<file path="config.mk">
export PLATFORM = sky130hd
export DESIGN_NAME = fsrb_bank
export DESIGN_NICKNAME = d
export VERILOG_FILES = /design/src/hw/fsrb_pkg.sv /design/src/hw/fsrb_sync.sv /design/src/hw/fsrb_bank.sv
export SDC_FILE = /design/constraint.sdc
export NUM_CORES = 1
export LEC_CHECK = 0
export ABC_AREA = 1
export BUFFER_PORTS_ARGS = -buffer_cell sky130_fd_sc_hd__buf_2
export CAP_MARGIN = 20
export CORE_UTILIZATION = 50
export DETAILED_ROUTE_END_ITERATION = 7
export GPL_ROUTABILITY_DRIVEN = 1
export PLACE_DENSITY = 0.67
export RECOVER_POWER = 50
export SYNTH_ARGS = -nofsm -noshare
export SYNTH_HDL_FRONTEND = slang
export SYNTH_SLANG_ARGS = --single-unit
</file>
<file path="constraint.sdc">
create_clock -name clk_i -period 5.49 [get_ports clk_i]
set_clock_uncertainty 0.1 [all_clocks]
set_input_delay 0.549 -clock clk_i [delete_from_list [all_inputs] [get_ports clk_i]]
set_output_delay 0.549 -clock clk_i [all_outputs]
set_load 0.02 [all_outputs]
</file>
<file path="src/hw/fsrb_pkg.sv">
package fsrb_pkg;

  // Register addresses on the serial port
  localparam logic [4:0] ADDR_SUMMARY   = 5'h00;
  localparam logic [4:0] ADDR_OC_DETAIL = 5'h01;
  localparam logic [4:0] ADDR_THERM_OL  = 5'h02;
  localparam logic [4:0] ADDR_CFG_FIRST = 5'h03;
  localparam logic [4:0] ADDR_CFG_LAST  = 5'h09;
  localparam int         NUM_CFG        = 7;

  // Summary register fields
  localparam int SUM_FAULT_BIT = 7;
  localparam int SUM_PROTO_BIT = 6;
  localparam int SUM_UV_BIT    = 5;
  localparam int SUM_PUMP_BIT  = 4;
  localparam int SUM_OC_BIT    = 3;
  localparam int SUM_TF_BIT    = 1;
  localparam int SUM_OL_BIT    = 0;

  // Thermal and open-load detail fields
  localparam int TH_COLD_BIT  = 7;
  localparam int TH_HOT_BIT   = 6;
  localparam int TH_SHUT_BIT  = 5;
  localparam int TH_OLB_BIT   = 1;
  localparam int TH_OLA_BIT   = 0;

  localparam logic [7:0] STATUS_RESET = 8'h00;

  // Config reset values, index 0 is config_reg_a
  localparam logic [NUM_CFG-1:0][7:0] CFG_RESET =
    {8'h00, 8'h00, 8'h00, 8'h30, 8'h00, 8'h0f, 8'h00};
  localparam int CLEAR_CFG_IDX = 3;
  localparam int CLEAR_BIT     = 7;

  // Frame format
  localparam int         FRAME_BITS   = 16;
  localparam int         CMD_READ_BIT = 6;
  localparam logic [1:0] HDR_TAG      = 2'b10;
  localparam logic [1:0] STATUS_TAG   = 2'b11;
  localparam int         HDR_CLR_BIT  = 5;

  // Timing
  localparam int CLK_HZ           = 50_000_000;
  localparam int SCLK_TIMEOUT_NS  = 10_000;
  localparam int SCLK_TIMEOUT_CYC = (SCLK_TIMEOUT_NS / 1000) * (CLK_HZ / 1_000_000);

  typedef struct packed {
    logic       supply_uv;
    logic       pump_uv;
    logic [7:0] oc;
    logic       cold;
    logic       hot;
    logic       shutdown;
    logic       ol_b;
    logic       ol_a;
  } fsrb_fault_t;

endpackage

</file>
<file path="src/hw/fsrb_sync.sv">
`timescale 1ns/10ps
module fsrb_sync #(
  parameter int WIDTH = 1
) (
  input  wire logic             clk_i,
  input  wire logic             rst_n_i,
  input  wire logic [WIDTH-1:0] async_i,
  output logic      [WIDTH-1:0] sync_o
);

  logic [WIDTH-1:0] meta_reg;

  // Two stages; only the second is visible
  always_ff @(posedge clk_i) begin
    if (!rst_n_i) begin
      meta_reg <= '0;
      sync_o   <= '0;
    end else begin
      meta_reg <= async_i;
      sync_o   <= meta_reg;
    end
  end

endmodule

</file>
<file path="src/hw/fsrb_bank.sv">
`timescale 1ns/10ps
module fsrb_bank
  import fsrb_pkg::*;
#(
  parameter int TIMEOUT_CYC = SCLK_TIMEOUT_CYC
) (
  // Clock and reset
  input  wire logic                     clk_i,
  input  wire logic                     rst_n_i,
  // Serial port pins
  input  wire logic                     chip_select_active_low_i,
  input  wire logic                     sclk_i,
  input  wire logic                     sdi_i,
  output logic                          sdo_o,
  output logic                          sdo_oe_o,
  // Sleep pin and protection detectors
  input  wire logic                     sleep_input_active_low_i,
  input  wire fsrb_fault_t              fault_src_i,
  // Fault pin and configuration contents
  output logic                          error_pin_active_low_o,
  output logic [NUM_CFG-1:0][7:0]       cfg_o
);

  fsrb_fault_t             flt_s;
  logic                    cs_n_s;
  logic                    cs_act_s;
  logic                    sclk_s;
  logic                    sdi_s;
  logic                    sleep_n_s;
  logic                    sleep_act_s;
  logic                    sclk_prev_reg;
  logic                    cs_prev_reg;
  logic                    sclk_rise;
  logic                    sclk_fall;
  logic                    cs_fall;
  logic                    cs_rise;
  logic [4:0]              bit_cnt_reg;
  logic [15:0]             rx_reg;
  logic [15:0]             tx_reg;
  logic                    chain_reg;
  logic [15:0]             idle_cnt_reg;
  logic                    stall;
  logic                    bad_len;
  logic                    clear_req;
  logic                    chain_clear;
  logic                    proto_err_reg;
  fsrb_fault_t             latch_reg;
  logic [7:0]              summary;
  logic [7:0]              oc_detail;
  logic [7:0]              therm_detail;
  logic [4:0]              rd_addr;
  logic [7:0]              rd_data;
  logic [4:0]              wr_addr;
  logic                    wr_en;
  logic                    any_fault;

  fsrb_sync #(
    .WIDTH($bits(fsrb_fault_t) + 4)
  ) u_sync (
    .clk_i   (clk_i),
    .rst_n_i (rst_n_i),
    .async_i ({fault_src_i, !chip_select_active_low_i, sclk_i, sdi_i,
               !sleep_input_active_low_i}),
    .sync_o  ({flt_s, cs_act_s, sclk_s, sdi_s, sleep_act_s})
  );

  // Select and sleep pass inverted so the synchroniser reset reads as idle, no false edge
  assign cs_n_s    = !cs_act_s;
  assign sleep_n_s = !sleep_act_s;

  // Edge history; reset to idle bus levels
  always_ff @(posedge clk_i) begin
    if (!rst_n_i) begin
      sclk_prev_reg <= 1'b0;
      cs_prev_reg   <= 1'b1;
    end else begin
      sclk_prev_reg <= sclk_s;
      cs_prev_reg   <= cs_n_s;
    end
  end

  assign sclk_rise = !cs_n_s && sclk_s && !sclk_prev_reg;
  assign sclk_fall = !cs_n_s && !sclk_s && sclk_prev_reg;
  assign cs_fall   = !cs_n_s && cs_prev_reg;
  assign cs_rise   = cs_n_s && !cs_prev_reg;

  // Receive: capture on falling edge, count saturates past a full frame
  always_ff @(posedge clk_i) begin
    if (!rst_n_i) begin
      bit_cnt_reg <= '0;
      rx_reg      <= '0;
    end else if (cs_fall) begin
      bit_cnt_reg <= '0;
    end else if (sclk_fall) begin
      rx_reg <= {rx_reg[14:0], sdi_s};
      if (bit_cnt_reg != 5'h1f) begin
        bit_cnt_reg <= bit_cnt_reg + 5'd1;
      end
    end
  end

  // A frame whose first byte carries the header tag is a chain frame
  always_ff @(posedge clk_i) begin
    if (!rst_n_i) begin
      chain_reg <= 1'b0;
    end else if (cs_fall) begin
      chain_reg <= 1'b0;
    end else if (sclk_fall && bit_cnt_reg == 5'd7) begin
      chain_reg <= (rx_reg[6:5] == HDR_TAG);
    end
  end

  // Address bits as they stand just before the eighth falling edge
  assign rd_addr = rx_reg[4:0];

  // Transmit: status byte first, then the addressed register; driven on rising edge
  always_ff @(posedge clk_i) begin
    if (!rst_n_i) begin
      tx_reg <= '0;
      sdo_o  <= 1'b0;
    end else if (cs_fall) begin
      tx_reg <= {STATUS_TAG, summary[5:0], 8'h00};
      sdo_o  <= 1'b0;
    end else if (sclk_rise) begin
      sdo_o  <= tx_reg[15];
      tx_reg <= {tx_reg[14:0], 1'b0};
    end else if (sclk_fall && bit_cnt_reg == 5'd7) begin
      // Load before the ninth rise; old contents go out on writes too
      tx_reg[15:8] <= rd_data;
    end
  end

  assign sdo_oe_o = !cs_n_s;

  // Missing clock watchdog; the host must keep clocking while selected
  always_ff @(posedge clk_i) begin
    if (!rst_n_i) begin
      idle_cnt_reg <= '0;
    end else if (cs_n_s || sclk_rise || sclk_fall) begin
      idle_cnt_reg <= '0;
    end else if (idle_cnt_reg != 16'hffff) begin
      idle_cnt_reg <= idle_cnt_reg + 16'd1;
    end
  end

  assign stall   = (idle_cnt_reg == TIMEOUT_CYC[15:0]);
  assign bad_len = cs_rise && !chain_reg && (bit_cnt_reg != FRAME_BITS[4:0]);

  assign chain_clear = cs_rise && chain_reg && (bit_cnt_reg >= FRAME_BITS[4:0]) &&
                       (rx_reg[7:6] == HDR_TAG) && rx_reg[HDR_CLR_BIT];

  // clear via control bit, sleep pulse or chain frame with the clear bit set
  assign clear_req = cfg_o[CLEAR_CFG_IDX][CLEAR_BIT] || !sleep_n_s || chain_clear;

  // error held until frame over and cleared; a new error wins
  always_ff @(posedge clk_i) begin
    if (!rst_n_i) begin
      proto_err_reg <= 1'b0;
    end else if (stall || bad_len) begin
      proto_err_reg <= 1'b1;
    end else if (clear_req && cs_n_s) begin
      proto_err_reg <= 1'b0;
    end
  end

  // status resets to zero
  // Detector faults latch; a clear only drops those no longer asserted
  always_ff @(posedge clk_i) begin
    if (!rst_n_i) begin
      latch_reg <= '0;
    end else if (clear_req) begin
      latch_reg <= flt_s;
    end else begin
      latch_reg <= latch_reg | flt_s;
    end
  end

  assign oc_detail = latch_reg.oc;

  // thermal and open-load detail, reserved zero
  always_comb begin
    therm_detail              = STATUS_RESET;
    therm_detail[TH_COLD_BIT] = latch_reg.cold;
    therm_detail[TH_HOT_BIT]  = latch_reg.hot;
    therm_detail[TH_SHUT_BIT] = latch_reg.shutdown;
    therm_detail[TH_OLB_BIT]  = latch_reg.ol_b;
    therm_detail[TH_OLA_BIT]  = latch_reg.ol_a;
  end

  // Warnings alone do not pull the pin
  assign any_fault = proto_err_reg || latch_reg.supply_uv || latch_reg.pump_uv ||
                     (|latch_reg.oc) || latch_reg.shutdown || latch_reg.ol_a ||
                     latch_reg.ol_b;

  always_ff @(posedge clk_i) begin
    if (!rst_n_i) begin
      error_pin_active_low_o <= 1'b1;
    end else begin
      error_pin_active_low_o <= !any_fault;
    end
  end

  always_comb begin
    summary                = STATUS_RESET;
    summary[SUM_FAULT_BIT] = !error_pin_active_low_o;
    summary[SUM_PROTO_BIT] = proto_err_reg;
    summary[SUM_UV_BIT]    = latch_reg.supply_uv;
    summary[SUM_PUMP_BIT]  = latch_reg.pump_uv;
    summary[SUM_OC_BIT]    = |oc_detail;
    summary[SUM_OL_BIT]    = therm_detail[TH_OLB_BIT] | therm_detail[TH_OLA_BIT];
    summary[SUM_TF_BIT]    = therm_detail[TH_COLD_BIT] | therm_detail[TH_HOT_BIT] |
                             therm_detail[TH_SHUT_BIT];
  end

  // read decode; unlisted addresses read zero
  always_comb begin
    rd_data = 8'h00;
    if (rd_addr == ADDR_SUMMARY) begin
      rd_data = summary;
    end else if (rd_addr == ADDR_OC_DETAIL) begin
      rd_data = oc_detail;
    end else if (rd_addr == ADDR_THERM_OL) begin
      rd_data = therm_detail;
    end else if (rd_addr >= ADDR_CFG_FIRST && rd_addr <= ADDR_CFG_LAST) begin
      rd_data = cfg_o[3'(rd_addr - ADDR_CFG_FIRST)];
    end
  end

  // writes only reach the config range
  assign wr_addr = rx_reg[13:9];
  assign wr_en   = cs_rise && !chain_reg && (bit_cnt_reg == FRAME_BITS[4:0]) &&
                   !rx_reg[15] && !rx_reg[CMD_READ_BIT + 8] &&
                   wr_addr >= ADDR_CFG_FIRST && wr_addr <= ADDR_CFG_LAST;

  // config registers; clear bit drops itself after one cycle
  always_ff @(posedge clk_i) begin
    if (!rst_n_i) begin
      cfg_o <= CFG_RESET;
    end else begin
      cfg_o[CLEAR_CFG_IDX][CLEAR_BIT] <= 1'b0;
      if (wr_en) begin
        cfg_o[3'(wr_addr - ADDR_CFG_FIRST)] <= rx_reg[7:0];
      end
    end
  end

endmodule

</file>
* Yosys cells after proc, flatten, opt, wreduce, memory -nomap -nowiden
Cells that the tools add are included.
** Cells by class
- Bitwise gates (word level) :: 6
- $add $sub $neg :: 4
- Order comparisons :: 8
- Equal/unequal tests :: 10
- Mux-type cells :: 15
- Div/mod/pow operators :: 0
- Multipliers :: 0
- Reductions and logical operators :: 53
- Shift operators :: 0
** Operators by type and width (number)
- $mux 8 :: 8
- $bwmux 56 :: 1
- $bmux 8 s3 :: 1
- $demux 8 s3 :: 1
- $logic_and 1x1->1 :: 21
- $add 16x1->16 const B :: 1
- $eq 16x9->1 const B :: 1
- $mux 16 :: 1
- $ne 16x16->1 const B :: 1
- $mux 15 :: 1
- $or 15x15->15 :: 1
- $logic_not 1->1 :: 11
- $logic_or 1x1->1 :: 11
- $ge 5x2->1 const B :: 2
- $le 5x4->1 const B :: 2
- $ne 5x5->1 const B :: 2
- $lt 3x4->1 const B :: 2
- $reduce_or 8->1 :: 1
- $reduce_and 2->1 :: 3
- $sub 3x2->3 const B :: 2
- $add 5x1->5 const B :: 1
- $eq 5x1->1 const B :: 1
- $eq 5x2->1 const B :: 1
- $eq 5x3->1 const B :: 1
- 11 further kinds :: 18
** Storage, ports and cells
- Output and inout bits :: 59
- Bits in latches :: 0
- Word-level logic and storage cells :: 125
- Memory bits (writable) :: 0
- Memory bits (read-only) :: 0
- Input bits :: 21
- Memories :: 0
- Register bits after elaboration :: 160

* Longest topological paths before layout
Gate-level depths: netlist of run 1.
- Word-level depth :: 10
- Gate-level depth with buffers :: 14
- Mapped depth without buffers :: 12

* By module
From an unflattened synthesis of run 1, not the netlist that was laid out.
** Unflattened totals
- Cell total of the unflattened synthesis :: 975
- Area, all modules :: 6897.9 µm²
** By module, submodules not included
- fsrb_bank :: area each 5816.8 µm², instances 1, seq. area each 2442.3 µm², cells an instance 857
- fsrb_sync :: area each 1081.0 µm², instances 1, seq. area each 760.7 µm², cells an instance 118

* Worst setup path after synthesis of run 1
Ideal clock, no wire load.
- Path kind :: register to register
- Start point :: register rx_reg[0]
- End point :: register tx_reg[14]
- Path buffers :: 2
- Stages on the path, launching flop included :: 14
- Period minus slack after synthesis :: 2258 ps
- Setup slack :: 3232 ps
- Arrival :: 2089 ps
- Library setup time :: 70 ps
- Cells stage by stage :: dfxtp_1 > inv_1 > buf_1 > ha_1 > inv_1 > clkbuf_1 > o21ai_0 > o21ai_0 > nand2_1 > nand2_1 > nand2_1 > nand3_1 > nand2_1 > a21oi_1
** On the way
- Longest elaborated chain between the ends :: 10
- Elaborated cells between the ends (all ways) :: 16
- Classes of those cells :: add/sub: 1; order compare: 2; eq/ne: 2; mux: 9; reduce/logical: 2
** RTL lines
- start, declared :: RTL line fsrb_bank.sv:38 : logic [15:0] rx_reg;
- start signal, assigned :: RTL line fsrb_bank.sv:95 : rx_reg <= {rx_reg[14:0], sdi_s};
- $sub 3x2->3 :: RTL line fsrb_bank.sv:225 : rd_data = cfg_o[3'(rd_addr - ADDR_CFG_FIRST)];
- $bmux 8 s3 :: RTL line fsrb_bank.sv:225
- $mux 8 (implied by the code) :: RTL line fsrb_bank.sv:225
- $mux 8 :: RTL line fsrb_bank.sv:224 : end else if (rd_addr >= ADDR_CFG_FIRST && rd_addr <= ADDR_CFG_LAST) begin
- $mux 8 :: RTL line fsrb_bank.sv:222 : end else if (rd_addr == ADDR_THERM_OL) begin
- $mux 8 :: RTL line fsrb_bank.sv:220 : end else if (rd_addr == ADDR_OC_DETAIL) begin
- $mux 8 (*) :: RTL line fsrb_bank.sv:218 : if (rd_addr == ADDR_SUMMARY) begin
- $mux 8 (*) :: RTL line fsrb_bank.sv:127 : end else if (sclk_fall && bit_cnt_reg == 5'd7) begin
- $mux 8 (*) :: RTL line fsrb_bank.sv:124 : end else if (sclk_rise) begin
- $mux 16 (*) :: RTL line fsrb_bank.sv:121 : end else if (cs_fall) begin
- end signal, assigned :: RTL line fsrb_bank.sv:122 : tx_reg <= {STATUS_TAG, summary[5:0], 8'h00};
- end signal, assigned :: RTL line fsrb_bank.sv:126 : tx_reg <= {tx_reg[14:0], 1'b0};
- end signal, assigned :: RTL line fsrb_bank.sv:129 : tx_reg[15:8] <= rd_data;
- end, declared :: RTL line fsrb_bank.sv:39 : logic [15:0] tx_reg;
Mark *: on every way between the ends. The rest lies on a longest branch, timed or not. The select of a mux whose other input is x is not followed.
A chain may end at the register's enable or synchronous reset.

* Worst setup path after layout of run 1
- Start point :: input port rst_n_i
- End point :: register bit_cnt_reg[1]
** On the way
- Longest elaborated chain between the ends :: 2
** RTL lines
- start, declared :: RTL line fsrb_bank.sv:9 : input wire logic rst_n_i,
- $not 1->1 (no source line)
- $reduce_or 2->1 (no source line)
- end signal, assigned :: RTL line fsrb_bank.sv:97 : bit_cnt_reg <= bit_cnt_reg + 5'd1;
- end, declared :: RTL line fsrb_bank.sv:37 : logic [4:0] bit_cnt_reg;
Every way passes these cells.

==> results.py, run 1 <==
metrics = {
    "outcome": {
        "status": "complete, but fails checks",
        "failed_checks": "capacitance limit, slew limit",
    },
    "critical_path": {
        "cp_top_family": "buffers and inverters",
        "crit_cells": 4,
        "endpoint": "bit_cnt_reg[1]$_SDFFE_PP0P_",
        "crit_chain": "clkbuf_1, clkbuf_2, nand2_1, a211oi_1",
        "critPathKind": "input pin to flip-flop",
        "max_stage_delay_ns": 1.62,
        "critPathSlowestCell": "clkbuf_1",
        "startpoint_type": "input pin",
        "reg2reg_to": "tx_reg[10]$_SDFFE_PP0P_",
        "endpoint_kind": "flip-flop",
        "reg2reg_depth": 10,
        "worstPathMaxFanout": 72,
        "critPathLaunch": "rst_n_i",
        "cp.required_ns": 5.72,
        "crit_buf_inv": 2,
        "worstPathArrival_ns": 4.26,
        "r2r_slack_ns": 2.31,
        "timing.rr.start": "rx_reg[0]$_SDFFE_PN0P_",
    },
    "sta": {
        "setup_violations": 0,
        "hold_viol": 0,
        "tightest_slew_ns": 2.33,
        "fin_setup_tns_ns": 0,
        "rsz0062_at_grt": "false",
        "maxSlewViolCount": 60,
        "max-slew-margin-rel_pct": -55.4,
        "fin_crit_ns": 4.03,
        "finalCritPeriodShare_pct": 73.3,
        "fmax_mhz": 248,
    },
    "placed_design": {
        "gp_congestion": 0.952,
        "dpl.hpwl_um": 12600,
        "dpl_cell_area_mm2": 0.00751,
        "io_buffers": 79,
    },
    "synthesis": {
        "synthTopCellsByCount": "nand2_1 (252), nor2_1 (173), dfxtp_1 (160)",
        "synth_flop_cell": "dfxtp_1",
        "synth_fp_nets": 1039,
        "ys_ff_latch": 160,
        "synth_most_common_cell": "nand2_1",
        "synth.distinct_cells": 36,
        "yosysSeqAreaShare_pct": 45.6,
        "yosysTopAreaCell": "dfxtp_1",
        "syn_area_mm2": 0.00702,
        "netlist_top_cells_area": "dfxtp_1 (46%), nand2_1 (13%), nor2_1 (9.2%)",
        "synthArstFlopShare_pct": 0,
        "synth_top_area_share_pct": 45.6,
        "synthesis.instances": 1007,
        "syn_area_per_cell_um2": 6.97,
        "synth_warnings": 0,
        "synth_edf_count": 0,
    },
    "routing": {
        "routed_via_density": 4.95,
        "drt-wirelength-per-cell_um": 14.1,
        "drtPass1Iterations": 5,
        "ant_nets": 0,
        "routed_wl_um": 17800,
        "drcViolationCount": 0,
        "drt_iter0_markers": 516,
        "vias": 6260,
    },
    "cells_and_area": {
        "n_fill_cell": 1343,
        "final_area_mm2": 0.00812,
        "largest_register_ffs": 56,
        "layout-drive-gt1-share_pct": 6.53,
        "finalNetCount": 1107,
        "syn2layout_area_growth_pct": 15.7,
        "n_antenna_cell": 0,
    },
    "worst_hold_path": {
        "hold_path.class": "input pin to flip-flop",
    },
    "global_routing": {
        "gr-total-overflow": 0,
        "use_met3_pct": 4.25,
        "grt.busiest_layer": "met2",
        "antenna_found_initial": 0,
        "met2_usage_pct": 42.4,
        "grt_pass1_vias": 5594,
        "grt_util_met1_pct": 33.1,
        "grt_pass1_wl_um": 28400,
        "grt.total_usage_pct": 25.5,
        "grt_max_degree": 73,
    },
    "clock_tree": {
        "cts-root-buf": "clkbuf_16",
        "clk_path_buf_depth": 2,
        "htreeDepth": 4,
        "cts_setup_buffers": 0,
        "cts_hold_buf": 0,
        "cts_resized": 0,
        "cts_tree": "done",
        "clk_pin_slew_ns": 0.06,
        "clock-sinks": 160,
        "numCtsBuffers": 17,
        "clk_latency_ns": 0.43,
    },
    "die": {
        "io_pins": 80,
        "initial_core_util_pct": 52.2,
        "die_h_um": 121,
        "coreArea_mm2": 0.0135,
        "die_area_mm2": 0.0145,
        "std_cell_rows": 42,
        "die_w_um": 121,
    },
    "job": {
        "drv_cap": 1,
    },
    "power_and_ir_drop": {
        "leakage_nw": 3.70,
        "p_per_area_mw_per_mm2": 326,
        "peakVddDrop_mv": 0.213,
    },
}
## where the power goes
| group | internal, W | total [W] | switching (W) |
|---|---|---|---|
| registers | 0.00118 | 0.00119 | 0.0000106 |
| clock network | 0.000875 | 0.00137 | 0.000499 |
| logic | 0.0000302 | 0.0000808 | 0.0000506 |
| total | 0.00209 | 0.00265 | 0.000560 |
## cell type report
class	count	area (um2)	share of cell area [%]
clock inverter	14	253	3.11
clock buffer	18	439	5.41
tap	176	220	2.71
multi-input combinational	681	3170	39.0
inverter	133	499	6.15
timing repair buffer	82	340	4.19
sequential	160	3200	39.4
## how the worst min path moves through the flow
| stage | from | to | depth (start not counted) |
|---|---|---|---|
| floorplan | u_sync.meta_reg[0]$_SDFF_PN0_ | u_sync.sync_o[0]$_SDFF_PN0_ | 2 |
| global placement | u_sync.meta_reg[18]$_SDFF_PN0_ | u_sync.sync_o[18]$_SDFF_PN0_ | 2 |
| detailed placement | u_sync.meta_reg[3]$_SDFF_PN0_ | u_sync.sync_o[3]$_SDFF_PN0_ | 2 |
| CTS | sleep_input_active_low_i | u_sync.meta_reg[0]$_SDFF_PN0_ | 2 |
| global route | chip_select_active_low_i | u_sync.meta_reg[3]$_SDFF_PN0_ | 2 |
| finish | sleep_input_active_low_i | u_sync.meta_reg[0]$_SDFF_PN0_ | 2 |
## logic make-up (layout without fill, tap and decap cells)
family / after synthesis / count (layout) / share of synthesized area, %
fa+ha+maj: 11 / 11 / 1.96
compound gates: 150 / 150 / 11.6
simple gates: 514 / 514 / 30.8
buf+inv: 166 / 247 / 9.28
xor+xnor: 6 / 6 / 0.748
flops: 160 / 160 / 45.6
## per-stage QoR
step / power (W) / hold slack [ns] / setup slack (ns) / utilization, % / std cells
after floorplan: 0.00128 / 0.290 / 3.23 / - / 1007
after global placement: 0.00130 / 0.292 / 2.42 / 55.8 / 1232
after detailed placement: 0.00130 / 0.295 / 2.38 / 55.8 / 1232
after CTS: 0.00267 / 0.156 / 2.35 / 61.0 / 1264
after global routing: 0.00273 / 0.162 / 1.02 / 60.4 / 1264
final: 0.00265 / 0.169 / 1.46 / 60.4 / 1264
## placed cells by master (no fill, tap or decap), drive strengths merged
cell type | synthesis | layout
o211ai | 6 | 6
ha | 11 | 11
bufinv | 0 | 6
nor3 | 15 | 15
nand2 | 253 | 253
a31oi | 6 | 6
buf | 13 | 21
clkinv | 2 | 6
nor2 | 177 | 177
clkbuf | 20 | 79
o21bai | 3 | 3
a21oi | 43 | 43
nand3 | 52 | 52
nand4 | 5 | 5
dfxtp | 160 | 160
xor2 | 3 | 3
nor3b | 1 | 1
o22ai | 1 | 1
o21ai | 77 | 77
a211oi | 3 | 3
inv | 131 | 135
nor4 | 7 | 7
o21a | 11 | 11
nand3b | 1 | 1
or2 | 3 | 3
xnor2 | 3 | 3
## routing by layer
metal	vias to the layer above	routed length, um	part of all wire [%]
met5	-	0	0
li1	3293	-	-
met4	0	304	1.7
met1	2767	8510	48
met2	173	8200	46
met3	27	750	4.2
Power figures use the tool's default switching activity.
==> inputs of run 2 (changes only) <==
==> constraint.sdc (replaced) <==
create_clock -name clk_i -period 3.9 [get_ports clk_i]
set_clock_uncertainty 0.1 [all_clocks]
set_input_delay 0.39 -clock clk_i [delete_from_list [all_inputs] [get_ports clk_i]]
set_output_delay 0.39 -clock clk_i [all_outputs]
set_load 0.02 [all_outputs]
==> run 2 against run 1 <==
Against the previous run: the run still ends with capacitance limit, slew limit left; first-iteration DRC count up 25%; global-route usage down 0.39 points; combinational power grew 44%; design area is 0.91% lower; register-to-register slack got worse by 1.0 ns; critical endpoint is now cfg_o[31]$_SDFF_PN0_.
==> results.py, run 2 (synthesized netlist as in run 1, its figures left out) <==
metrics = {
    "cells_and_area": {
        "multi_input_area_mm2": 0.00317,
        "n_fill_cell": 1363,
        "finalNetCount": 1111,
        "final_cell_mix": "nand2_1 (252), nor2_1 (173), dfxtp_1 (160)",
        "final_area_mm2": 0.00805,
        "final_common_cell": "nand2_1",
        "syn2layout_area_growth_pct": 14.6,
        "largest_register_ffs": 56,
        "layout-drive-gt1-share_pct": 6.32,
        "seq_area_mm2": 0.00320,
        "n_antenna_cell": 0,
        "postLayoutCoreUtil_pct": 59.8,
    },
    "clock_tree": {
        "htreeDepth": 4,
        "clock-sinks": 160,
        "numCtsBuffers": 17,
        "cts-root-buf": "clkbuf_16",
        "clk_pin_slew_ns": 0.06,
        "cts_tree": "done",
        "cts_resized": 0,
        "clk_path_buf_depth": 2,
        "clk_latency_ns": 0.43,
    },
    "critical_path": {
        "worstPathMaxFanout": 57,
        "worstPathArrival_ns": 3.17,
        "cp_top_family": "buffers and inverters",
        "critPathKind": "input pin to flip-flop",
        "critPathSlowestCell": "clkbuf_1",
        "max_stage_delay_ns": 1.64,
        "cpMostUsedCell": "clkbuf_1",
        "critPathLaunch": "rst_n_i",
        "endpoint_kind": "flip-flop",
        "timing.rr.start": "rx_reg[0]$_SDFFE_PN0P_",
        "crit_buf_inv": 3,
        "crit_chain": "clkbuf_1, clkbuf_1, inv_1, nor3_1",
        "startpoint_type": "input pin",
        "cp.required_ns": 4.14,
    },
    "power_and_ir_drop": {
        "p_per_area_mw_per_mm2": 428,
        "leakage_nw": 3.65,
        "peakVddDrop_mv": 0.277,
    },
    "sta": {
        "tightest_slew_ns": 2.27,
        "maxSlewViolCount": 58,
        "fmax_mhz": 341,
        "setup_slack_ns": 0.967,
        "fin_crit_ns": 2.93,
        "setup_violations": 0,
        "finalCritPeriodShare_pct": 75.2,
        "max-slew-margin-rel_pct": -51.2,
        "rsz0062_at_grt": "false",
        "fin_setup_tns_ns": 0,
        "hold_viol": 0,
    },
    "global_routing": {
        "met2_usage_pct": 38.4,
        "grt.total_usage_pct": 25.1,
        "grt_pass1_vias": 5598,
        "use_met3_pct": 5.57,
        "grt_max_degree": 71,
        "grt.busiest_layer": "met2",
        "antenna_found_initial": 0,
        "gr-total-overflow": 0,
        "grt_pass1_wl_um": 28300,
        "grt_util_met1_pct": 33.5,
    },
    "job": {
        "drv_cap": 1,
    },
    "routing": {
        "drcViolationCount": 0,
        "ant_nets": 0,
        "routed_wl_um": 17400,
        "drtPass1Iterations": 5,
        "drt_iter0_markers": 646,
        "routed_via_density": 5.06,
        "vias": 6422,
        "drt-wirelength-per-cell_um": 13.7,
    },
    "outcome": {
        "status": "complete, but fails checks",
        "failed_checks": "capacitance limit, slew limit",
    },
    "die": {
        "io_pins": 80,
        "std_cell_rows": 42,
        "initial_core_util_pct": 52.2,
        "die_area_mm2": 0.0145,
        "coreArea_mm2": 0.0135,
        "die_w_um": 121,
        "die_h_um": 121,
    },
    "worst_hold_path": {
        "hold_path.class": "input pin to flip-flop",
        "hold_path.startpoint": "fault_src_i[14]",
    },
    "placed_design": {
        "dpl_cell_area_mm2": 0.00753,
        "io_buffers": 79,
        "gp_congestion": 0.942,
        "dpl.hpwl_um": 12400,
        "dp_slack_ns": 1.38,
    },
}
-- run 2: changes by cell type in the layout (fill, tap and decap cells not counted) --
cell and delta:
buf_4 +1, bufinv_16 -4, clkbuf_1 +3, clkbuf_2 -1, clkbuf_8 -1, clkinv_2 +1, clkinvlp_4 +4, dlygate4sd3_1 +2
inv_1 +1, inv_2 -1, inv_6 -1
-- run 2: final timing paths --
path | slack, ns | depth (start not counted) | end
setup / recovery | 0.97 | 4 | cfg_o[31]$_SDFF_PN0_
hold / removal | 0.04 | 3 | u_sync.meta_reg[18]$_SDFF_PN0_
setup reg to reg | 1.31 | 12 | tx_reg[14]$_SDFFE_PN0P_
hold reg to reg | 0.31 | 2 | u_sync.sync_o[10]$_SDFF_PN0_
-- run 2: tightest hold or removal path, delay by kind of cell --
kind / cells / cell delay, ns
buffers and inverters: 2 / 0.11
and+or+nand+nor: 1 / 0.04
-- run 2: through the flow --
stage / total power (W) / std cells / hold slack, ns
floorplan: 0.00180 / 1007 / 0.290
global placement: 0.00183 / 1234 / 0.292
detailed placement: 0.00183 / 1234 / 0.295
CTS: 0.00348 / 1268 / 0.0179
global route: 0.00357 / 1268 / 0.0284
finish: 0.00345 / 1268 / 0.0411
-- run 2: metal layers --
layer  part of all wire (%)  vias to the layer above
met4                    3.6                        0
li1                       -                     3311
met2                     44                      227
met5                      0                        -
met3                    6.0                       36
met1                     47                     2848
-- run 2: cell type report --
class	count	area share [%]
Clock buffer	18	5.33
Clock inverter	14	1.97
Inverter	133	6.20
Multi-Input combinational cell	681	39.4
Sequential cell	160	39.8
Tap cell	176	2.74
Timing Repair Buffer	86	4.60
-- run 2: what timing repair did --
| action | 4_1_cts | 5_1_grt |
|---|---|---|
| hold buffers | 2 | 0 |
| buffers inserted | 0 | 0 |
| hold endpoints to repair | 2 | 0 |
-- run 2: report_power, final --
group	internal [W]	total, W	switching [W]
clock network	0.000952	0.00165	0.000696
registers	0.00167	0.00168	0.0000144
logic	0.0000432	0.000116	0.0000730
total	0.00266	0.00345	0.000784
==> inputs of run 3 (changes only) <==
--- a/config.mk
+++ b/config.mk
@@ -11,7 +11,7 @@
 export CORE_UTILIZATION = 50
 export DETAILED_ROUTE_END_ITERATION = 7
 export GPL_ROUTABILITY_DRIVEN = 1
-export PLACE_DENSITY = 0.67
+export PLACE_DENSITY = 0.7
 export RECOVER_POWER = 50
 export SYNTH_ARGS = -nofsm -noshare
 export SYNTH_HDL_FRONTEND = slang
==> constraint.sdc (replaced) <==
create_clock -name clk_i -period 2.5 [get_ports clk_i]
set_clock_uncertainty 0.1 [all_clocks]
set_input_delay 0.25 -clock clk_i [delete_from_list [all_inputs] [get_ports clk_i]]
set_output_delay 0.25 -clock clk_i [all_outputs]
set_load 0.02 [all_outputs]
==> run 3 against run 2 <==
Against the previous run: the flow now finishes without violations; die area unchanged; flip-flop and latch count unchanged; routed wire length decreased by 0.47%; power increased by 62%; critical path depth increased by 6; sequential share of layout area decreased by 1.3 points; core utilization increased by 2.1 points; design area increased by 3.4%; final cell count increased by 1.9%; worst hold slack improved by 0.17 ns; clock power increased by 68%; combinational power increased by 73%; largest power group is now the clock network; highest routed layer unchanged.
==> results.py, run 3 (synthesized netlist as in run 1, its figures left out) <==
metrics = {
    "sta": {
        "tightest_slew_ns": 1.11,
        "setup_violations": 0,
        "maxSlewViolCount": 0,
        "fin_crit_ns": 2.24,
        "finalCritPeriodShare_pct": 89.6,
        "fmax_mhz": 446,
        "rsz0062_at_grt": "false",
        "fin_setup_tns_ns": 0,
        "max-slew-margin-rel_pct": 25.9,
        "hold_viol": 0,
    },
    "global_routing": {
        "gr-total-overflow": 0,
        "grt.total_usage_pct": 24.8,
        "grt_max_degree": 62,
        "antenna_found_initial": 0,
        "grt_pass1_vias": 5797,
        "grt_pass1_wl_um": 28300,
    },
    "power_and_ir_drop": {
        "leakage_nw": 3.78,
        "peakVddDrop_mv": 0.436,
        "p_per_area_mw_per_mm2": 672,
    },
    "critical_path": {
        "timing.rr.start": "bit_cnt_reg[0]$_SDFFE_PP0P_",
        "worstPathMaxFanout": 13,
        "endpoint_kind": "flip-flop",
        "startpoint_type": "flip-flop",
        "cp.required_ns": 2.75,
        "worstPathArrival_ns": 2.49,
        "reg2reg_depth": 10,
        "reg2reg_to": "cfg_o[12]$_SDFFE_PN0P_",
        "r2r_slack_ns": 0.26,
        "critPathKind": "flip-flop to flip-flop",
    },
    "cells_and_area": {
        "final_cell_mix": "nand2_1 (252), nor2_1 (173), dfxtp_1 (160)",
        "syn2layout_area_growth_pct": 18.5,
        "largest_register_ffs": 56,
        "final_common_cell": "nand2_1",
        "postLayoutCoreUtil_pct": 61.9,
        "instances_no_fill": 1292,
        "n_antenna_cell": 0,
        "finalNetCount": 1135,
        "final_area_mm2": 0.00833,
        "layout-drive-gt1-share_pct": 7.08,
    },
    "job": {
        "drv_cap": 0,
    },
    "clock_tree": {
        "clk_path_buf_depth": 2,
        "htreeDepth": 4,
        "cts_setup_buffers": 0,
        "cts_tree": "done",
        "clk_latency_ns": 0.42,
        "clock-sinks": 160,
        "clk_pin_slew_ns": 0.06,
        "cts-root-buf": "clkbuf_16",
        "numCtsBuffers": 17,
    },
    "die": {
        "die_w_um": 121,
        "die_h_um": 121,
        "std_cell_rows": 42,
        "coreArea_mm2": 0.0135,
        "io_pins": 80,
        "die_area_mm2": 0.0145,
        "initial_core_util_pct": 52.2,
    },
    "placed_design": {
        "dpl_cell_area_mm2": 0.00758,
        "gp_congestion": 0.930,
        "dp_cells": 1241,
        "dpl.hpwl_um": 12000,
        "io_buffers": 79,
    },
    "routing": {
        "drtPass1Iterations": 7,
        "drcViolationCount": 0,
        "drt_iter0_markers": 587,
        "routed_wl_um": 17300,
        "vias": 6528,
        "routed_via_density": 5.05,
        "ant_nets": 0,
        "drt-wirelength-per-cell_um": 13.4,
    },
    "worst_hold_path": {
        "hold-path-endpoint": "u_sync.meta_reg[1]$_SDFF_PN0_",
        "hold_path.class": "input pin to flip-flop",
        "hold_path.startpoint": "rst_n_i",
        "whs_path_depth": 3,
    },
    "outcome": {
        "status": "finished clean",
    },
}
[run 3: through the flow]
step / power, W / setup slack [ns] / hold slack, ns
finish: 0.00559 / 0.260 / 0.215
detailed placement: 0.00286 / 0.251 / 0.297
global route: 0.00578 / 0.0479 / 0.217
CTS: 0.00564 / 0.234 / 0.0227
floorplan: 0.00280 / 0.242 / 0.222
global placement: 0.00286 / 0.329 / 0.294
[run 3: how the worst max path moves through the flow]
stage | cells after the start | startpoint | slack [ns] | end
floorplan | 13 | rx_reg[0]$_SDFFE_PN0P_ | 0.24 | tx_reg[14]$_SDFFE_PN0P_
global placement | 9 | rx_reg[1]$_SDFFE_PN0P_ | 0.33 | tx_reg[11]$_SDFFE_PN0P_
detailed placement | 11 | rx_reg[1]$_SDFFE_PN0P_ | 0.25 | tx_reg[14]$_SDFFE_PN0P_
CTS | 11 | rx_reg[1]$_SDFFE_PN0P_ | 0.23 | tx_reg[14]$_SDFFE_PN0P_
global route | 10 | bit_cnt_reg[0]$_SDFFE_PP0P_ | 0.05 | cfg_o[12]$_SDFFE_PN0P_
finish | 10 | bit_cnt_reg[0]$_SDFFE_PP0P_ | 0.26 | cfg_o[12]$_SDFFE_PN0P_
[run 3: cell type report]
type	count	area (um2)
fillers	1316	5130
flip-flops and latches	160	3200
inverters	133	503
well taps	176	220
repair buffers	110	596
multi-input cells	681	3160
clock inverters	12	184
clock buffers	20	457
[run 3: critical path, cell delays in order, from the launching register on]
cell,delay (ns)
dfxtp_1,0.32
inv_1,0.09
ha_1,0.14
nand2_1,0.05
nor3_1,0.24
nand3b_2,0.19
nor2_4,0.21
nand3_1,0.39
inv_1,0.26
nor2_1,0.07
nor2_1,0.12
[run 3: per-layer routing]
metal	share of wire (%)	wire length (um)	global-route usage, %
met5	0	0	0
met1	46	7910	31.0
met2	46	7930	40.8
met4	3.1	530	12.3
met3	5.6	978	4.76
[run 3: where the power goes]
part	leakage [nW]	internal (W)	switching, W	total, W
sequential	1.30	0.00260	0.0000221	0.00262
clock	0.295	0.00173	0.00104	0.00277
combinational	2.19	0.0000851	0.000116	0.000201
[run 3: what timing repair did]
| action | 4_1_cts | 5_1_grt |
|---|---|---|
| setup endpoints to repair | 0 | 1 |
| resized for setup | 0 | 1 |
| hold endpoints to repair | 19 | 0 |
| hold buffers | 19 | 0 |
